==> src/cfr_pkg.sv <==
/*
 * cfr_pkg: shared constants for the contactless frame receive
 * configuration block: register indexes, field positions, reset values
 * and timing counts.
 * assumes a 50 MHz system clock and a 13.56 MHz carrier reference.
 */
package cfr_pkg;

    // ************************************************************
    // register map (index; byte address is four times the index)
    // ************************************************************
    localparam logic [7:0] FRAME_FORMAT_CONTROL_IDX = 8'h33; // frame format
    localparam logic [7:0] RECEIVE_START_DETECT_IDX = 8'h34; // start detect
    localparam logic [7:0] RECEIVE_CONTROL_IDX      = 8'h35; // receive control
    localparam logic [7:0] RECEIVE_HOLDOFF_IDX      = 8'h36; // receive hold-off

    // ************************************************************
    // field positions
    // ************************************************************
    localparam int TX_PARITY_GENERATE_BIT    = 7;
    localparam int RX_PARITY_CHECK_BIT       = 6;
    localparam int FRAME_END_SYMBOL_LSB      = 2;
    localparam int FRAME_BEGIN_SYMBOL_LSB    = 0;
    localparam int START_IRQ_ENABLE_BIT      = 5;
    localparam int START_SEEN_FLAG_BIT       = 4;
    localparam int SUBCARRIER_IRQ_ENABLE_BIT = 2;
    localparam int SUBCARRIER_SEEN_FLAG_BIT  = 1;
    localparam int SUBCARRIER_LIVE_BIT       = 0;
    localparam int ALLOW_PARTIAL_BYTE_BIT    = 7;
    localparam int MULTI_FRAME_RECEIVE_BIT   = 6;
    localparam int FRAME_END_TYPE_BIT        = 5;
    localparam int GUARD_TIME_CHECK_BIT      = 4;
    localparam int INTERFERENCE_SUPPRESS_BIT = 3;
    localparam int RX_RATE_LSB               = 0;
    localparam int HOLDOFF_UNIT_SEL_BIT      = 7;

    // ************************************************************
    // reset values and writable masks
    // ************************************************************
    localparam logic [7:0] FRAME_FORMAT_RESET = 8'h00;
    localparam logic [7:0] START_DETECT_RESET = 8'h00;
    localparam logic [7:0] RX_CONTROL_RESET   = 8'h04; // 106 kBd
    localparam logic [7:0] RX_HOLDOFF_RESET   = 8'h00;
    localparam logic [7:0] FRAME_FORMAT_MASK  = 8'hcf; // bits 5:4 reserved
    localparam logic [7:0] START_DETECT_MASK  = 8'h24; // enables only

    // ************************************************************
    // timing
    // ************************************************************
    localparam int CLK_KHZ       = 50000;
    localparam int CARRIER_KHZ   = 13560;
    localparam int CARRIER_UNIT  = 16;   // carrier periods per hold-off step
    // carrier unit, least time rounded up
    localparam int CARRIER_UNIT_CYCLES =
        (CARRIER_UNIT * CLK_KHZ + CARRIER_KHZ - 1) / CARRIER_KHZ;
    // half a bit at code c spans 1024 >> c carrier periods (code 4 = 106 kBd)
    localparam int HALFBIT_BASE  = 1024;
    localparam int EGT_LIMIT_CYCLES = 1000; // longest gap between characters
    localparam int EMD_BYTES     = 3;

    // half-bit period in system cycles for a bit-rate code, rounded up
    function automatic logic [9:0] halfbit_cycles(input logic [2:0] code);
        int car;
        car = HALFBIT_BASE >> code;
        return 10'((car * CLK_KHZ + CARRIER_KHZ - 1) / CARRIER_KHZ);
    endfunction

    // receive framer states
    typedef enum logic [1:0] {
        CFR_IDLE  = 2'b00,
        CFR_ARMED = 2'b01,
        CFR_FRAME = 2'b10
    } cfr_state_t;

endpackage

==> src/cfr_holdoff_if.sv <==
/*
 * cfr_holdoff_if: carrier between the register block and the receive
 * hold-off timer.
 * assumes both ends share clk_i.
 */
interface cfr_holdoff_if;
    logic       start;     // transmission just ended
    logic       unit_sel;  // 0 carrier units, 1 half-bit units
    logic [6:0] count;     // hold-off steps
    logic [2:0] tx_rate;   // current transmit bit-rate code
    logic       busy;      // receiver blanked

    modport ctrl  (output start, unit_sel, count, tx_rate, input busy);
    modport timer (input start, unit_sel, count, tx_rate, output busy);
endinterface

==> src/cfr_holdoff.sv <==
/*
 * cfr_holdoff: blanking timer that masks receiver input after a
 * transmission.
 * assumes start is a one-cycle pulse synchronous to clk_i.
 */
module cfr_holdoff (
    input  wire logic   clk_i,
    input  wire logic   rst_i,
    input  wire logic   ce_i,
    cfr_holdoff_if.timer hif
);

    // ************************************************************
    // step and unit counters
    // ************************************************************
    logic [6:0] step_reg;   // steps still to run
    logic [9:0] unit_reg;   // cycles left in current step
    logic [9:0] unit_len;   // length of one step in cycles

    // carrier unit, or half a bit at the transmit rate
    assign unit_len = hif.unit_sel ? cfr_pkg::halfbit_cycles(hif.tx_rate)
                                   : 10'(cfr_pkg::CARRIER_UNIT_CYCLES);

    // count steps down; busy while any remain
    always_ff @(posedge clk_i) begin
        if (rst_i) begin
            step_reg <= 7'h00;
            unit_reg <= 10'h000;
            hif.busy <= 1'b0;
        end else if (ce_i) begin
            if (hif.start) begin
                // restart on every end of transmission
                step_reg <= hif.count;
                unit_reg <= unit_len;
                hif.busy <= (hif.count != 7'h00);
            end else if (step_reg != 7'h00) begin
                if (unit_reg <= 10'h001) begin
                    step_reg <= step_reg - 7'h01;
                    unit_reg <= unit_len;
                    hif.busy <= (step_reg != 7'h01);
                end else begin
                    unit_reg <= unit_reg - 10'h001;
                end
            end
        end
    end

endmodule

==> src/cfr_top.sv <==
/*
 * cfr_top: frame format and receive configuration of a contactless
 * reader front end, with a classic wishbone register slave.
 * assumes a demodulator delivering bytes with their parity bit, frame
 * start and end pulses, and an external fifo and error register.
 */

module cfr_top (
    input  wire logic        clk_i,
    input  wire logic        rst_i,
    input  wire logic        ce_i,
    // wishbone slave
    input  wire logic        cyc_i,
    input  wire logic        stb_i,
    input  wire logic        we_i,
    input  wire logic [7:0]  adr_i,
    input  wire logic [3:0]  sel_i,
    input  wire logic [31:0] dat_i,
    output logic      [31:0] dat_o,
    output logic             ack_o,
    // transmit side
    input  wire logic        tx_byte_valid_i,
    input  wire logic [7:0]  tx_byte_i,
    input  wire logic        tx_end_i,
    input  wire logic [2:0]  tx_rate_i,
    output logic             tx_parity_valid_o,
    output logic             tx_parity_o,
    output logic [1:0]       frame_begin_symbol_sel_o,
    output logic [1:0]       frame_end_symbol_sel_o,
    // receive side
    input  wire logic        rx_start_i,
    input  wire logic        sof_detect_i,
    input  wire logic        subcarrier_i,
    input  wire logic        rx_byte_valid_i,
    input  wire logic [7:0]  rx_byte_i,
    input  wire logic        rx_parity_i,
    input  wire logic        rx_error_i,
    input  wire logic        rx_frame_end_i,
    input  wire logic [2:0]  rx_last_bits_i,
    input  wire logic [7:0]  rx_partial_i,
    input  wire logic        crc_enable_i,
    input  wire logic [1:0]  frame_end_pattern_i,
    input  wire logic [7:0]  error_reg_i,
    output logic             receive_start_irq_o,
    output logic             rx_done_irq_o,
    output logic             rx_active_o,
    output logic             rx_blank_o,
    output logic             parity_error_o,
    output logic             protocol_error_o,
    output logic             end_check_enable_o,
    output logic             frame_end_type_o,
    output logic [2:0]       rx_rate_o,
    output logic             fifo_wr_o,
    output logic [7:0]       fifo_data_o,
    output logic             fifo_reset_o
);

    // ************************************************************
    // registers and decode
    // ************************************************************
    logic [7:0] frame_format_reg;   // frame format control
    logic [7:0] start_detect_reg;   // enables and sticky flags
    logic [7:0] rx_control_reg;     // receive control
    logic [7:0] rx_holdoff_reg;     // receive hold-off
    logic [7:0] start_detect_next;  // flags after set and clear

    cfr_pkg::cfr_state_t state_reg;
    cfr_pkg::cfr_state_t state_next;
    logic [1:0]  byte_cnt_reg;      // bytes so far, saturating at three
    logic [9:0]  gap_reg;           // cycles since last character
    logic        gap_err_reg;       // guard time already flagged

    cfr_holdoff_if hif ();

    logic [7:0] reg_idx;            // word index from byte address
    logic       req;                // new bus request
    logic       wr;                 // register write this cycle
    logic       wr_ff;              // write to frame format
    logic       wr_sd;              // write to start detect
    logic       wr_rc;              // write to receive control
    logic       wr_rh;              // write to receive hold-off
    logic [7:0] rd_data;            // read mux
    logic       rx_ok;              // receiver input accepted
    logic       byte_in;            // byte accepted
    logic       end_in;             // frame end accepted
    logic       sof_in;             // start accepted
    logic       early;              // still inside the first three bytes
    logic       emd_err;            // early error with suppression on
    logic       emd_short;          // short frame with suppression on
    logic       partial_ok;         // partial final byte may be stored
    logic       type_b;             // type b end of frame
    logic       gap_long;           // guard time exceeded

    assign reg_idx = {2'b00, adr_i[7:2]};
    assign req     = cyc_i & stb_i & ~ack_o;
    assign wr      = req & we_i & sel_i[0];
    assign wr_ff   = wr & (reg_idx == cfr_pkg::FRAME_FORMAT_CONTROL_IDX);
    assign wr_sd   = wr & (reg_idx == cfr_pkg::RECEIVE_START_DETECT_IDX);
    assign wr_rc   = wr & (reg_idx == cfr_pkg::RECEIVE_CONTROL_IDX);
    assign wr_rh   = wr & (reg_idx == cfr_pkg::RECEIVE_HOLDOFF_IDX);

    // read mux; unmapped words read zero
    assign rd_data =
        (reg_idx == cfr_pkg::FRAME_FORMAT_CONTROL_IDX) ? frame_format_reg :
        (reg_idx == cfr_pkg::RECEIVE_START_DETECT_IDX) ? start_detect_reg :
        (reg_idx == cfr_pkg::RECEIVE_CONTROL_IDX)      ? rx_control_reg   :
        (reg_idx == cfr_pkg::RECEIVE_HOLDOFF_IDX)      ? rx_holdoff_reg   :
                                                         8'h00;

    // ************************************************************
    // receive qualifiers
    // ************************************************************
    // input blanked
    assign rx_ok      = rx_active_o & ~hif.busy;
    assign byte_in    = rx_ok & rx_byte_valid_i & (state_reg == cfr_pkg::CFR_FRAME);
    assign end_in     = rx_ok & rx_frame_end_i & (state_reg == cfr_pkg::CFR_FRAME);
    assign sof_in     = rx_ok & sof_detect_i;
    assign early      = (byte_cnt_reg < 2'(cfr_pkg::EMD_BYTES));
    assign emd_err    = rx_control_reg[cfr_pkg::INTERFERENCE_SUPPRESS_BIT]
                        & rx_ok & rx_error_i & early & (state_reg == cfr_pkg::CFR_FRAME);
    assign emd_short  = rx_control_reg[cfr_pkg::INTERFERENCE_SUPPRESS_BIT]
                        & early;
    assign partial_ok = (rx_last_bits_i != 3'h0)
                        & (~crc_enable_i | rx_control_reg[cfr_pkg::ALLOW_PARTIAL_BYTE_BIT]);
    assign type_b     = rx_control_reg[cfr_pkg::FRAME_END_TYPE_BIT];
    assign gap_long   = type_b & rx_control_reg[cfr_pkg::GUARD_TIME_CHECK_BIT]
                        & (gap_reg >= 10'(cfr_pkg::EGT_LIMIT_CYCLES));

    always_comb begin
        start_detect_next = start_detect_reg;
        if (wr_sd) begin
            start_detect_next = (dat_i[7:0] & cfr_pkg::START_DETECT_MASK)
                                | (start_detect_reg & dat_i[7:0] & 8'h12);
        end
        if (sof_in) begin
            start_detect_next[cfr_pkg::START_SEEN_FLAG_BIT] = 1'b1;
        end
        if (subcarrier_i) begin
            start_detect_next[cfr_pkg::SUBCARRIER_SEEN_FLAG_BIT] = 1'b1;
        end
        start_detect_next[cfr_pkg::SUBCARRIER_LIVE_BIT] = subcarrier_i;
    end

    // framer state: idle, armed for a start, inside a frame
    always_comb begin
        state_next = state_reg;
        case (state_reg)
            cfr_pkg::CFR_IDLE: begin
                if (rx_start_i) begin
                    state_next = cfr_pkg::CFR_ARMED;
                end
            end
            cfr_pkg::CFR_ARMED: begin
                if (sof_in) begin
                    state_next = cfr_pkg::CFR_FRAME;
                end
            end
            cfr_pkg::CFR_FRAME: begin
                if (end_in) begin
                    state_next = rx_control_reg[cfr_pkg::MULTI_FRAME_RECEIVE_BIT]
                                 ? cfr_pkg::CFR_ARMED : cfr_pkg::CFR_IDLE;
                end
            end
            default: begin
                state_next = cfr_pkg::CFR_IDLE;
            end
        endcase
    end

    // ************************************************************
    // hold-off timer
    // ************************************************************
    assign hif.start    = tx_end_i;
    assign hif.unit_sel = rx_holdoff_reg[cfr_pkg::HOLDOFF_UNIT_SEL_BIT];
    assign hif.count    = rx_holdoff_reg[6:0];
    assign hif.tx_rate  = tx_rate_i;

    cfr_holdoff u_holdoff (
        .clk_i (clk_i),
        .rst_i (rst_i),
        .ce_i  (ce_i),
        .hif   (hif)
    );

    // ************************************************************
    // bus slave and configuration registers
    // ************************************************************
    // one-wait-state ack, dropped the cycle after
    always_ff @(posedge clk_i) begin
        if (rst_i) begin
            ack_o            <= 1'b0;
            dat_o            <= 32'h0000_0000;
            frame_format_reg <= cfr_pkg::FRAME_FORMAT_RESET;
            start_detect_reg <= cfr_pkg::START_DETECT_RESET;
            rx_control_reg   <= cfr_pkg::RX_CONTROL_RESET;
            rx_holdoff_reg   <= cfr_pkg::RX_HOLDOFF_RESET;
        end else if (ce_i) begin
            ack_o            <= req;
            dat_o            <= req ? {24'h00_0000, rd_data} : 32'h0000_0000;
            start_detect_reg <= start_detect_next;
            if (wr_ff) begin
                frame_format_reg <= dat_i[7:0] & cfr_pkg::FRAME_FORMAT_MASK;
            end
            if (wr_rc) begin
                rx_control_reg <= dat_i[7:0];
            end
            if (wr_rh) begin
                rx_holdoff_reg <= dat_i[7:0];
            end
        end
    end

    // ************************************************************
    // transmit framing
    // ************************************************************
    // parity and symbol selects toward the encoder
    always_ff @(posedge clk_i) begin
        if (rst_i) begin
            tx_parity_valid_o        <= 1'b0;
            tx_parity_o              <= 1'b0;
            frame_begin_symbol_sel_o <= 2'h0;
            frame_end_symbol_sel_o   <= 2'h0;
        end else if (ce_i) begin
            tx_parity_valid_o <= tx_byte_valid_i
                                 & frame_format_reg[cfr_pkg::TX_PARITY_GENERATE_BIT];
            tx_parity_o       <= ~(^tx_byte_i);
            frame_end_symbol_sel_o   <= frame_format_reg[cfr_pkg::FRAME_END_SYMBOL_LSB +: 2];
            frame_begin_symbol_sel_o <= frame_format_reg[cfr_pkg::FRAME_BEGIN_SYMBOL_LSB +: 2];
        end
    end

    // ************************************************************
    // receive framing
    // ************************************************************
    // configuration and interrupt outputs
    always_ff @(posedge clk_i) begin
        if (rst_i) begin
            receive_start_irq_o <= 1'b0;
            rx_blank_o          <= 1'b0;
            end_check_enable_o  <= 1'b0;
            frame_end_type_o    <= 1'b0;
            rx_rate_o           <= 3'h0;
        end else if (ce_i) begin
            receive_start_irq_o <=
                (sof_in & start_detect_reg[cfr_pkg::START_IRQ_ENABLE_BIT])
                | (subcarrier_i & start_detect_reg[cfr_pkg::SUBCARRIER_IRQ_ENABLE_BIT]);
            rx_blank_o         <= hif.busy;
            frame_end_type_o   <= type_b;
            end_check_enable_o <= type_b | (frame_end_pattern_i != 2'h0);
            rx_rate_o          <= rx_control_reg[cfr_pkg::RX_RATE_LSB +: 3];
        end
    end

    // frame sequencing, fifo writes and error detection
    always_ff @(posedge clk_i) begin
        if (rst_i) begin
            state_reg        <= cfr_pkg::CFR_IDLE;
            rx_active_o      <= 1'b0;
            byte_cnt_reg     <= 2'h0;
            gap_reg          <= 10'h000;
            gap_err_reg      <= 1'b0;
            fifo_wr_o        <= 1'b0;
            fifo_data_o      <= 8'h00;
            fifo_reset_o     <= 1'b0;
            rx_done_irq_o    <= 1'b0;
            parity_error_o   <= 1'b0;
            protocol_error_o <= 1'b0;
        end else if (ce_i) begin
            state_reg      <= state_next;
            rx_active_o    <= (state_next != cfr_pkg::CFR_IDLE);
            fifo_wr_o      <= 1'b0;
            fifo_reset_o   <= 1'b0;
            rx_done_irq_o  <= 1'b0;
            parity_error_o <= 1'b0;
            protocol_error_o <= 1'b0;
            if (state_reg != cfr_pkg::CFR_FRAME || byte_in) begin
                gap_reg     <= 10'h000;
                gap_err_reg <= 1'b0;
            end else if (gap_reg != 10'h3ff) begin
                gap_reg <= gap_reg + 10'h001;
            end
            if (gap_long && !gap_err_reg) begin
                protocol_error_o <= 1'b1;
                gap_err_reg      <= 1'b1;
            end
            if (sof_in && state_reg == cfr_pkg::CFR_ARMED) begin
                byte_cnt_reg <= 2'h0;
            end
            if (emd_err) begin
                fifo_reset_o <= 1'b1;
                byte_cnt_reg <= 2'h0;
                state_reg    <= cfr_pkg::CFR_ARMED;
            end else if (byte_in) begin
                fifo_wr_o      <= 1'b1;
                fifo_data_o    <= rx_byte_i;
                parity_error_o <= rx_format_parity_fail(rx_byte_i, rx_parity_i);
                if (early) begin
                    byte_cnt_reg <= byte_cnt_reg + 2'h1;
                end
            end else if (end_in) begin
                if (emd_short) begin
                    fifo_reset_o <= 1'b1;
                end else begin
                    rx_done_irq_o <= 1'b1;
                    if (partial_ok) begin
                        fifo_wr_o   <= 1'b1;
                        fifo_data_o <= rx_partial_i;
                    end else if (rx_control_reg[cfr_pkg::MULTI_FRAME_RECEIVE_BIT]) begin
                        fifo_wr_o   <= 1'b1;
                        fifo_data_o <= error_reg_i;
                    end
                end
            end
        end
    end

    // parity fails only when checking is enabled and odd parity breaks
    function automatic logic rx_format_parity_fail(input logic [7:0] d, input logic p);
        return frame_format_reg[cfr_pkg::RX_PARITY_CHECK_BIT] & ~(^{d, p});
    endfunction

endmodule

==> config.mk <==
export PLATFORM = sky130hd
export DESIGN_NAME = cfr_top
export DESIGN_NICKNAME = d
export VERILOG_FILES = /design/src/cfr_pkg.sv /design/src/cfr_holdoff_if.sv /design/src/cfr_holdoff.sv /design/src/cfr_top.sv
export SDC_FILE = /design/constraint.sdc
export NUM_CORES = 1
export LEC_CHECK = 0
export ABC_AREA = 0
export BUFFER_PORTS_ARGS = -buffer_cell sky130_fd_sc_hd__buf_2
export CORE_MARGIN = 2
export CORE_UTILIZATION = 25
export DETAILED_ROUTE_END_ITERATION = 10
export HOLD_SLACK_MARGIN = 0.02
export PLACE_DENSITY = 0.46
export SLEW_MARGIN = 40
export SYNTH_ARGS = -nofsm -noshare
export SYNTH_HDL_FRONTEND = slang
export SYNTH_HIERARCHICAL = 1
export SYNTH_SLANG_ARGS = --single-unit
==> constraint.sdc <==
create_clock -name clk_i -period 24 [get_ports clk_i]
set_input_delay 4.8 -clock clk_i [delete_from_list [all_inputs] [get_ports clk_i]]
set_output_delay 4.8 -clock clk_i [all_outputs]
set_load 0.02 [all_outputs]
# Word-level counts from Yosys, hierarchy flattened
# Cells that the tools add are included.
# word_totals
in_bits	100
ff_bits	121
out_inout_bits	60
wordCells	176
# op_classes
addsub	6
shifts	1
div_mod_pow	1
reduce_logical	31
n_mux	54
bitwise	37
n_mul	1
eq_ne	10
magnitude_cmp	3
# op_table
cell	n
$mux W8	10
$mux W10	6
$add A32 B15 Y32 const B	1
$div A32 B15 Y32 const B	1
$mul A32 B13 Y28 const B	1
$shr A11 B3 Y32 const A	1
$sub A32 B2 Y32 const B	1
$and A1 B1 Y1	26
$mux W1	25
$eq A6 B6 Y1 const B	4
$mux W7	3
$reduce_and A2 Y1	9
$reduce_bool A2 Y1	9
$mux W2	8
$reduce_bool A7 Y1	2
$add A10 B1 Y10 const B	1
$ge A10 B10 Y1 const B	1
$le A10 B1 Y1 const B	1
$ne A10 B10 Y1 const B	1
$sub A10 B1 Y10 const B	1
$reduce_xor A9 Y1	1
$reduce_xor A8 Y1	1
$ne A7 B1 Y1 const B	1
$sub A7 B1 Y7 const B	1
18 further kinds	28

# Depth between registers and ports, before layout
# Gate-level depths: netlist (run 1).
# depth
depth_word	9
mapped_depth	95

# Hierarchy
# Netlist (run 1), hierarchy kept.
# modules_own_cells
mod	area_each_um2	seq_area_each_um2	cells_each	instances
cfr_holdoff	12887.4	360.3	1805	1
cfr_top	3955.0	1561.5	439	1

# Worst setup path before layout (run 1)
# Ideal clock, no wire load.
# synth_timing
path_type	in2reg
from	in tx_rate_i[0]
to	reg u_holdoff.unit_reg[0]
t_required_ns	23.867
setup_ns	0.133
setup_slack_ns	0.694
cell_stages	81
t_arrival_ns	23.173
n_path_buf	9
path_cell_list	buf_6 -> clkbuf_1 -> and2_1 -> clkbuf_1 -> buf_6 -> nand2_1 -> inv_1 -> ha_1 -> ha_1 -> ha_1 -> fa_1 -> ha_1 -> ha_1 -> buf_4 -> a21o_1 -> a311o_1 -> a41oi_1 -> xnor2_1 -> (+45 left out) -> nand2_1 -> clkbuf_1 -> nand2_1 -> ha_1 -> nand2b_1 -> or4_1 -> a2111o_1 -> nand2_1 -> nand4_1 -> nand4_2 -> mux2i_2 -> nor2_2 -> a2111o_1 -> nand4b_4 -> nor3b_4 -> o2111ai_1 -> a221oi_1 -> a211oi_2
# synth_via
elab_chain_len	9
# synth_lines
item	line_no	text
from (decl)	cfr_top.sv:25	input wire logic [2:0] tx_rate_i,
$shr A11 B3 Y32 (*)	cfr_pkg.sv:64	car = HALFBIT_BASE >> code;
$mul A32 B13 Y28 (*)	cfr_pkg.sv:65	return 10'((car * CLK_KHZ + CARRIER_KHZ - 1) / CARRIER_KHZ);
$add A32 B15 Y32 (*)	cfr_pkg.sv:65	
$sub A32 B2 Y32 (*)	cfr_pkg.sv:65	
$div A32 B15 Y32 (*)	cfr_pkg.sv:65	
$mux W10 (*)	cfr_holdoff.sv:21	assign unit_len = hif.unit_sel ? cfr_pkg::halfbit_cycles(hif.tx_rate)
$mux W10	cfr_holdoff.sv:37	if (unit_reg <= 10'h001) begin
$mux W10	cfr_holdoff.sv:36	end else if (step_reg != 7'h00) begin
$mux W10 (*)	cfr_holdoff.sv:31	if (hif.start) begin
to (signal assigned)	cfr_holdoff.sv:34	unit_reg <= unit_len;
to (signal assigned)	cfr_holdoff.sv:39	unit_reg <= unit_len;
to (signal assigned)	cfr_holdoff.sv:42	unit_reg <= unit_reg - 10'h001;
to (decl)	cfr_holdoff.sv:17	logic [9:0] unit_reg;
# Every way passes the cells marked *; elsewhere a longest branch is shown, timed or not. The select of a mux whose other input is x is not followed.
# A chain may end at the register's enable or synchronous reset.

# Worst setup path in the final report (run 1)
# Same ends and word-level chain as after synthesis.

==> summary.md, run 1 <==
| Metric | Value |
|---|---|
| Register-to-Register Setup Slack | 21150 ps |
| Total Wirelength | 59.2 mm |
| Crit path required time | 24200 ps |
| Critical Path End Type | flop |
| Placed Area | 20600 um2 |
| Fin worst setup slack | 802 ps |
| Design area | 21600 um2 |
| CTS hold repair buffers | 0 |
| Most used cell, CP | buf_4 |
| Critical Path End | u_holdoff/unit_reg[0]$_SDFFE_PP0P_ |
| CTS tree | done |
| H-tree depth | 3 |
| Slew margin rel. | 48.9% |
| Syn avg cell area | 7.51 um2 |
| Reg2reg end | u_holdoff/unit_reg[0]$_SDFFE_PP0P_ |
| Die Y | 264 um |
| Grt total ovfl | 0 |
| Clock tree buffer depth | 2 |
| Die area | 69500 um2 |
| First-pass GRT wire length | 95.5 mm |
| Post-Synthesis Cells | 2244 |
| Final hold vios | 0 |
| 1st-iter DRT viols | 1052 |
| Die span in x | 264 um |
| Pin count of the biggest net entering global routing | 90 |
| Antenna-violating nets left | 0 |
| IO buf count | 106 |
| Setup-failing EPs final | 0 |
| Initial antenna violation count | 2 |
| Share of cells above drive strength 1 | 28.1% |
| Worst Setup Path Type | in -> reg |
| Final core occ | 32.3% |
| Synth Warn # | 6 |
| Post-DR wirelength/cell | 16.7 um |
| Worst Skew | 6.66 ps |
| Core area | 66900 um2 |
| Prevailing post-synth register cell | dfxtp_1 |
| CP startpoint kind | input pin |
| Via density | 5.27 |
| Vias | 18700 |
| Worst Setup SP | tx_rate_i[0] |
| Clk root buf | clkbuf_16 |
| Worst reg2reg path depth | 11 |
| Worst hold path type | reg -> reg |
| Final Max Tran Viols | 0 |
| Reg2reg start | u_holdoff/unit_reg[3]$_SDFFE_PP0P_ |
| Min cycle time layout | 23200 ps |
| CTS sink count | 96 |
| Critical path peak fanout | 14 |
| FMAX | 43.1 MHz |
| Count of flip-flops with a built-in enable after synthesis | 0 |
| GRT Util Overall | 16.3% |
| Num rows | 95 |
| Worst slack, placed | -9.24 ps |
| Clock Pin Slew Worst Setup and Hold Paths | 70 ps |
| Placed cells | 3512 |
| Effective utilization at floorplan | 25.2% |
| Slowest stage delay, CP | 560 ps |
| Post-Syn Area | 16800 um2 |
| Hold Path Cell Cnt | 2 |
| Total CTS buffers | 9 |
| DRC errors left | 0 |
| Outcome | complete, no violations |
| Critical path arrival | 23400 ps |
| Slowest stage cell on the critical path | a2111oi_0 |
| Slew @ Worst Pin | 764 ps |
| Synth cell types | 150 |
| Layout Area Growth over Synthesis | 28.3% |
| Final nets | 2859 |
| #FFs+latches synth | 96 |
| Clk_lat worst skew | 340 ps |
| RD Place Congestion | 0.866 |
| Number of global-route vias before repair | 18400 |
| Drt first pass iters | 5 |
| Post-synthesis sequential area ratio | 11.4% |
| # IOs | 160 |
| Post-Layout Cell Count | 3548 |
| MaxCap Viol Count | 0 |
| Tcrit/Tclk final | 96.7% |
| Detailed placement HPWL | 47.9 mm |
| FFs w/ async S/R, synth | 0% |
-- how the worst min path moves through the flow --
stage	startpoint	to	slack [ps]
6_report	fifo_wr_o$_SDFFE_PP0P_	fifo_wr_o$_SDFFE_PP0P_	460
5_1_grt	tx_parity_valid_o$_SDFFE_PP0P_	tx_parity_valid_o$_SDFFE_PP0P_	490
4_1_cts	fifo_wr_o$_SDFFE_PP0P_	fifo_wr_o$_SDFFE_PP0P_	460
3_5_place_dp	fifo_wr_o$_SDFFE_PP0P_	fifo_wr_o$_SDFFE_PP0P_	450
3_3_place_gp	parity_error_o$_SDFFE_PP0P_	parity_error_o$_SDFFE_PP0P_	450
2_1_floorplan	gap_err_reg$_SDFFE_PP0P_	gap_err_reg$_SDFFE_PP0P_	440
-- layer usage --
layer	share of wire, %	global-route usage, %	vias to the layer above
li1	-	-	9306
met1	46	21.6	8927
met2	48	28.4	384
met3	3.4	1.27	70
met4	1.8	3.95	0
met5	0	0	-
-- worst max-delay path, delay by kind of cell --
kind,cells,cell delay (ps)
XOR/XNOR,2,420
AO/OA/AOI/OAI,33,8250
buffers and inverters,13,2080
multiplexers,4,1020
adder cells (fa/ha/maj),7,2370
AND/OR/NAND/NOR,20,4420
-- through the flow --
step	hold WS (ps)	TNS, ps
after floorplan	445	0
after global placement	447	0
after detailed placement	452	-9.24
after CTS	463	0
after global routing	487	-29.7
final	463	0
-- cell usage after synthesis, drive strengths merged (13+ instances only) --
cell / instances / area share, %
nand2b: 41 / 1.5
buf: 88 / 4.0
clkbuf: 30 / 0.68
o31ai: 32 / 1.7
or3: 20 / 0.74
nor3: 77 / 2.6
inv: 73 / 1.6
nand3: 71 / 2.1
o21a: 23 / 1.0
nor4: 29 / 1.5
a31oi: 27 / 1.1
mux2i: 82 / 5.0
ha: 81 / 6.0
a211oi: 44 / 2.4
a211o: 28 / 1.5
nor2: 243 / 5.5
a21o: 19 / 0.86
or2: 18 / 0.67
dfxtp: 96 / 11
a21oi: 143 / 4.6
nand4: 33 / 1.3
a22oi: 22 / 1.1
xnor2: 109 / 5.9
o2111ai: 16 / 0.91
and2: 37 / 1.4
a21boi: 13 / 0.62
and3: 26 / 0.97
o211ai: 40 / 2.0
nor2b: 15 / 0.56
xor2: 40 / 2.3
nand2: 204 / 4.6
o21ai: 137 / 4.4
-- logic make-up after synthesis --
| logic type | share of synthesized area, % |
|---|---|
| AND/OR/NAND/NOR | 27.8 |
| adder cells (fa/ha/maj) | 7.27 |
| AO/OA/AOI/OAI | 32.7 |
| flip-flops | 11.4 |
| other | 0.0669 |
| multiplexers | 5.92 |
| XOR/XNOR | 8.37 |
| buffers and inverters | 6.41 |
-- layout make-up --
| type | instances | area [um2] |
|---|---|---|
| Sequential cell | 96 | 1920 |
| Tap cell | 873 | 1090 |
| Fill cell | 7226 | 45300 |
| Timing Repair Buffer | 505 | 3540 |
| Multi-Input combinational cell | 1982 | 14500 |
| Inverter | 74 | 278 |
| Clock inverter | 6 | 92.6 |
| Antenna cell | 2 | 5.00 |
| Clock buffer | 10 | 229 |
-- cells in the final DEF (no fill, tap or decap), drive strengths merged, types with 71 or more instances in the layout --
| cell type | instances |
|---|---|
| a21oi | 143 |
| buf | 504 |
| dfxtp | 96 |
| ha | 81 |
| inv | 74 |
| mux2i | 82 |
| nand2 | 204 |
| nand3 | 71 |
| nor2 | 243 |
| nor3 | 77 |
| o21ai | 137 |
| xnor2 | 109 |
-- timing repair --
action | 4_1_cts | 5_1_grt
endpoints found under the setup margin | 0 | 2
setup buffers | 0 | 18
gates resized for setup | 0 | 94
Power of run 1 is left out: the tool's default activity adds up to more than one toggle a clock period on the data nets, which glitch-free logic cannot reach.
==> run 2, diff against run 1 <==
--- a/config.mk
+++ b/config.mk
@@ -8,10 +8,10 @@
 export ABC_AREA = 0
 export BUFFER_PORTS_ARGS = -buffer_cell sky130_fd_sc_hd__buf_2
 export CORE_MARGIN = 2
-export CORE_UTILIZATION = 25
+export CORE_UTILIZATION = 30
 export DETAILED_ROUTE_END_ITERATION = 10
 export HOLD_SLACK_MARGIN = 0.02
-export PLACE_DENSITY = 0.46
+export PLACE_DENSITY = 0.52
 export SLEW_MARGIN = 40
 export SYNTH_ARGS = -nofsm -noshare
 export SYNTH_HDL_FRONTEND = slang
==> run 2 against run 1 <==
Net effect:
- highest routed layer is now met5
- non-clock buffer count grew 38
- critical endpoint unchanged
- hold slack worse by 4.4 ps
- clock skew up 4.0 ps
==> summary.md, run 2 (synthesized netlist as in run 1, its figures left out) <==
| Metric | Value |
|---|---|
| Critical path peak fanout | 13 (-1) |
| Final Max Tran Viols | 0 (unchanged) |
| Worst reg2reg path depth | 11 (unchanged) |
| Min cycle time layout | 23130 ps (-65.0 ps) |
| Die Y | 241 um (-8.6%) |
| ANT cells | 0 (-2) |
| Final nets | 2898 (+1.4%) |
| H-tree depth | 3 (unchanged) |
| IO buf count | 106 (unchanged) |
| Setup-failing EPs final | 0 (unchanged) |
| Worst Hold Path EP | parity_error_o$_SDFFE_PP0P_ |
| Hold Crit Start | parity_error_o$_SDFFE_PP0P_ |
| Effective utilization at floorplan | 30.5% (+5.3 points) |
| Critical path arrival | 23320 ps (-80 ps) |
| CTS sink count | 96 (unchanged) |
| Reg2reg start | u_holdoff/unit_reg[3]$_SDFFE_PP0P_ |
| Vias | 19100 (+2.1%) |
| Clock tree buffer depth | 2 (unchanged) |
| Post-Layout Cell Count | 3460 (-2.5%) |
| Pin count of the biggest net entering global routing | 77 (-14%) |
| Worst Setup Path Type | in -> reg |
| Final hold vios | 0 (unchanged) |
| Via density | 5.51 (+4.7%) |
| Tcrit/Tclk final | 96.4% (-0.27 points) |
| Slew margin rel. | 46.7% (-2.2 points) |
| FMAX | 43.2 MHz (+0.28%) |
| Most used cell, CP | buf_4 |
| Fin worst setup slack | 867 ps (+65.0 ps) |
| Placed Area | 20700 um2 (+0.27%) |
| Slowest stage delay, CP | 560 ps (about the same) |
| Total CTS buffers | 9 (unchanged) |
| Hold Path Cell Cnt | 2 (unchanged) |
| Drt first pass iters | 5 (unchanged) |
| Antenna-violating nets left | 0 (unchanged) |
| Commonest non-fill, non-tap cell in the layout | buf_4 |
| Reg2reg end | u_holdoff/unit_reg[0]$_SDFFE_PP0P_ |
| Die span in x | 241 um (-8.6%) |
| Core area | 55300 um2 (-17%) |
| Total Wirelength | 58.8 mm (-0.71%) |
| Worst Skew | 10.6 ps (+3.99 ps) |
| Clk root buf | clkbuf_16 |
| Die area | 58100 um2 (-16%) |
| Initial antenna violation count | 2 (unchanged) |
| Crit path required time | 24180 ps (-20 ps) |
| Slowest stage cell on the critical path | o41a_1 |
| CTS tree | done |
| DRC errors left | 0 (unchanged) |
| Register-to-Register Setup Slack | 20740 ps (-410 ps) |
| First-pass GRT wire length | 93.4 mm (-2.2%) |
| Clock Pin Slew Worst Setup and Hold Paths | 70 ps (about the same) |
| Grt total ovfl | 0 (unchanged) |
| Worst hold path type | reg -> reg |
| Clk_lat worst skew | 340 ps (about the same) |
| Outcome | complete, no violations |
| Worst slack, placed | -414 ps (-404 ps) |
| Number of global-route vias before repair | 18300 (-0.21%) |
| GRT Util Overall | 19.3% (+3.0 points) |
| Placed cells | 3415 (-2.8%) |
| CP startpoint kind | input pin |
| Num rows | 86 (-9.5%) |
| 1st-iter DRT viols | 1172 (+11%) |
| Fillcell total | 5819 (-19%) |
| Slew @ Worst Pin | 800 ps (+35.3 ps) |
| Final core occ | 39.7% (+7.5 points) |
| Design area | 22000 um2 (+1.7%) |
| Detailed placement HPWL | 47.0 mm (-2.0%) |
| MaxCap Viol Count | 0 (unchanged) |
| # IOs | 160 (unchanged) |
| Post-DR wirelength/cell | 17.0 um (+1.8%) |
| Critical Path End Type | flop |
| Most frequent cells in the layout | 436 x buf_4, 226 x nor2_1, 198 x nand2_1, 124 x a21oi_1, 104 x buf_2 |
| Share of cells above drive strength 1 | 30.7% (+2.5 points) |
| Layout Area Growth over Synthesis | 30.5% |
| RD Place Congestion | 0.881 (+1.8%) |
| CTS hold repair buffers | 0 (unchanged) |
==> run 2: cell count changes in the layout (fill, tap and decap cells not counted), moves of 3 or more <==
cell      before  now
buf_4        399  436
a21oi_1      127  124
a31oi_1       22   19
nor2_1       230  226
a31oi_2        5    8
a211oi_2       5   10
ha_1          80   76
o21ai_0       92   89
a211oi_1      33   29
nor4_2         6    3
and2_1        34   31
nor3_1        64   61
nor2_2        10   15
ha_4           0    3
==> run 2: worst max-delay path, delay by kind of cell <==
family | cells | cell delay (ps)
compound gates | 35 | 8300
xor+xnor | 2 | 240
fa+ha+maj | 8 | 2490
buf+inv | 15 | 2360
mux | 1 | 320
simple gates | 24 | 4780
==> run 2: through the flow <==
stage | TNS [ps] | hold slack, ps
after floorplan | 0 | 445
after detailed placement | -414 | 444
after global routing | -69.3 | 495
final | 0 | 459
after CTS | 0 | 462
after global placement | -373 | 437
==> run 2: layer usage <==
metal / up-vias / global-route usage (%) / part of all wire, %
met3: 85 / 1.24 / 3.1
met4: 4 / 4.47 / 2.1
li1: 9391 / - / -
met2: 441 / 34.5 / 49
met5: - / 0 / 0.036
met1: 9155 / 25.3 / 46
==> run 2: layout make-up <==
| type | instances | area (um2) | area share (%) |
|---|---|---|---|
| multi-input cells | 1983 | 14700 | 67.0 |
| repair buffers | 543 | 3820 | 17.4 |
| flip-flops and latches | 96 | 1920 | 8.74 |
| well taps | 748 | 936 | 4.26 |
| inverters | 74 | 278 | 1.26 |
| clock buffers | 11 | 253 | 1.15 |
| clock inverters | 5 | 45.0 | 0.205 |
==> run 2: how the worst max path moves through the flow <==
stage | start | endpoint | cells past startpoint
detailed placement | tx_rate_i[2] | u_holdoff/unit_reg[0]$_SDFFE_PP0P_ | 85
global placement | tx_rate_i[0] | u_holdoff/unit_reg[0]$_SDFFE_PP0P_ | 81
floorplan | tx_rate_i[0] | u_holdoff/unit_reg[0]$_SDFFE_PP0P_ | 81
finish | tx_rate_i[0] | u_holdoff/unit_reg[0]$_SDFFE_PP0P_ | 85
CTS | tx_rate_i[2] | u_holdoff/unit_reg[0]$_SDFFE_PP0P_ | 87
global route | tx_rate_i[0] | u_holdoff/unit_reg[0]$_SDFFE_PP0P_ | 89
==> run 2: timing repair <==
item	4_1_cts	5_1_grt
pin swaps	0	48
cloned	0	1
setup endpoints to repair	1	2
resized for setup	2	143
buffers inserted	0	28
Power of run 2 is left out for the same reason.
==> run 3, diff against run 2 <==
--- a/config.mk
+++ b/config.mk
@@ -11,7 +11,7 @@
 export CORE_UTILIZATION = 30
 export DETAILED_ROUTE_END_ITERATION = 10
 export HOLD_SLACK_MARGIN = 0.02
-export PLACE_DENSITY = 0.52
+export PLACE_DENSITY_LB_ADDON = 0.1
 export SLEW_MARGIN = 40
 export SYNTH_ARGS = -nofsm -noshare
 export SYNTH_HDL_FRONTEND = slang
==> run 3 against run 2 <==
Net effect:
- sequential share of layout area decreased by 0.30 points
- first-iteration DRC count increased by 2.8%
- critical path depth increased by 2
- routed wire length increased by 6.8%
- final cell count grew 2.9%
- clock-buffer cell count down 1
- clock skew is essentially flat
- register-to-register slack better by 390 ps
- die area stayed put
- critical endpoint unchanged
- highest routed layer is now met4
==> summary.md, run 3 (synthesized netlist as in run 1, its figures left out) <==
| Metric | Value |
|---|---|
| Outcome | complete, no violations |
| Total CTS buffers | 9 (unchanged) |
| CTS tree | done |
| Critical path arrival | 23310 ps (about the same) |
| Final Max Tran Viols | 0 (unchanged) |
| Clk_lat worst skew | 360 ps (+20 ps) |
| Via density | 5.43 (-1.6%) |
| # IOs | 160 (unchanged) |
| Min Hold Slack | 452 ps (-7.14 ps) |
| Worst Skew | 10.7 ps (+0.0976 ps) |
| Fillcell total | 5806 (-0.22%) |
| Initial antenna violation count | 1 (-1) |
| Grt total ovfl | 0 (unchanged) |
| Post-DR wirelength/cell | 17.6 um (+3.8%) |
| Worst reg2reg path depth | 10 (-1) |
| Clock tree buffer depth | 2 (unchanged) |
| RD Place Congestion | 0.865 (-1.9%) |
| Slowest stage cell on the critical path | or4_1 |
| Critical Path End | u_holdoff/unit_reg[0]$_SDFFE_PP0P_ |
| Number of global-route vias before repair | 18600 (+1.2%) |
| GRT Util Overall | 21.1% (+1.8 points) |
| Num rows | 86 (unchanged) |
| Worst Setup SP | tx_rate_i[2] |
| IO buf count | 106 (unchanged) |
| Register-to-Register Setup Slack | 21130 ps (+390 ps) |
| Clock Pin Slew Worst Setup and Hold Paths | 70 ps (about the same) |
| Drt first pass iters | 5 (unchanged) |
| Reg2reg end | u_holdoff/unit_reg[0]$_SDFFE_PP0P_ |
| FMAX | 43.3 MHz (+0.14%) |
| Slew margin rel. | 44.4% (-2.3 points) |
| Final hold vios | 0 (unchanged) |
| Total Wirelength | 62.7 mm (+6.8%) |
| Effective utilization at floorplan | 30.5% (unchanged) |
| Post-Route M1 WL | 31.1 mm (+16%) |
| First-pass GRT wire length | 100 mm (+7.1%) |
| Crit path required time | 24210 ps (+30 ps) |
| DRC errors left | 0 (unchanged) |
| Tcrit/Tclk final | 96.3% (-0.14 points) |
| H-tree depth | 3 (unchanged) |
| Die area | 58100 um2 (unchanged) |
| Die Y | 241 um (unchanged) |
| Share of cells above drive strength 1 | 32.8% (+2.1 points) |
| Setup-failing EPs final | 0 (unchanged) |
| Most frequent cells in the layout | 529 x buf_4, 230 x nor2_1, 195 x nand2_1, 125 x a21oi_1, 105 x buf_2 |
| Slew @ Worst Pin | 831 ps (+31.6 ps) |
| ANT cells | 0 (unchanged) |
| Commonest non-fill, non-tap cell in the layout | buf_4 |
| Core area | 55300 um2 (unchanged) |
| DR top layer | met4 |
| Final nets | 2998 (+3.5%) |
| Clk root buf | clkbuf_16 |
| Critical Path End Type | flop |
| CP startpoint kind | input pin |
| CTS sink count | 96 (unchanged) |
| Vias | 19300 (+1.2%) |
| Pin count of the biggest net entering global routing | 96 (+25%) |
| 1st-iter DRT viols | 1205 (+2.8%) |
| Most used cell, CP | buf_4 |
| Met3 WL | 1.97 mm (+8.1%) |
| Layout Area Growth over Synthesis | 35.1% |
| Worst hold path type | reg -> reg |
| Detailed placement HPWL | 51.4 mm (+9.4%) |
| Worst Setup Path Type | in -> reg |
| MaxCap Viol Count | 0 (unchanged) |
| Met2 WL | 28.8 mm (-0.34%) |
| Critical path peak fanout | 11 (-2) |
| Antenna-violating nets left | 0 (unchanged) |
| Min cycle time layout | 23100 ps (-33.2 ps) |
| Slowest stage delay, CP | 550 ps (about the same) |
| Reg2reg start | u_holdoff/unit_reg[3]$_SDFFE_PP0P_ |
| Die span in x | 241 um (unchanged) |
[run 3: cell count changes in the layout (fill, tap and decap cells not counted), sizes merged]
cell      delta
inv          +2
clkbuf       -2
o21ai        -1
buf        +102
clkinvlp     -1
[run 3: how the worst min path moves through the flow]
| stage | endpoint | slack [ps] | start | cells after the start |
|---|---|---|---|---|
| 2_1_floorplan | gap_err_reg$_SDFFE_PP0P_ | 440 | gap_err_reg$_SDFFE_PP0P_ | 2 |
| 3_3_place_gp | protocol_error_o$_SDFFE_PP0P_ | 440 | protocol_error_o$_SDFFE_PP0P_ | 1 |
| 3_5_place_dp | protocol_error_o$_SDFFE_PP0P_ | 440 | protocol_error_o$_SDFFE_PP0P_ | 1 |
| 4_1_cts | protocol_error_o$_SDFFE_PP0P_ | 460 | protocol_error_o$_SDFFE_PP0P_ | 1 |
| 5_1_grt | protocol_error_o$_SDFFE_PP0P_ | 470 | protocol_error_o$_SDFFE_PP0P_ | 1 |
| 6_report | protocol_error_o$_SDFFE_PP0P_ | 450 | protocol_error_o$_SDFFE_PP0P_ | 1 |
[run 3: stage by stage]
stage | cell area, um2 | std cells | util [%] | worst slack (ps) | TNS [ps]
6_report | 22800 | 3560 | 41.1 | 900 | 0
3_3_place_gp | 21600 | 3524 | 39.0 | -91.8 | -91.8
4_1_cts | 21900 | 3540 | 39.5 | 58.2 | 0
2_1_floorplan | 16900 | 2271 | - | 694 | 0
3_5_place_dp | 21600 | 3524 | 39.0 | -259 | -281
5_1_grt | 22800 | 3560 | 41.1 | -75.2 | -75.2
[run 3: area by class of cell]
cell class	count	area, um2	share of cell area [%]
clock inverters	6	55.1	0.242
inverters	74	278	1.22
flip-flops and latches	96	1920	8.45
well taps	748	936	4.11
repair buffers	644	4650	20.4
clock buffers	10	239	1.05
multi-input cells	1982	14700	64.5
[run 3: timing repair]
action | in CTS | in global routing
setup buffers | 0 | 20
hold buffers | 0 | 0
endpoints found under the setup margin | 0 | 3
gates resized for setup | 0 | 141
[run 3: routing by layer]
layer  GRT usage [%]  vias to the layer above
li1                -                     9581
met1            30.2                     9270
met2            34.8                      410
met3            1.52                       52
met4            4.04                        0
met5               0                        -
[run 3: worst max-delay path: cells and delay by family]
kind / cells / cell delay [ps]
adder cells (fa/ha/maj): 7 / 2010
multiplexers: 2 / 500
buffers and inverters: 19 / 2750
AND/OR/NAND/NOR: 18 / 4400
XOR/XNOR: 1 / 270
AO/OA/AOI/OAI: 40 / 8540
Power of run 3 is left out for the same reason.
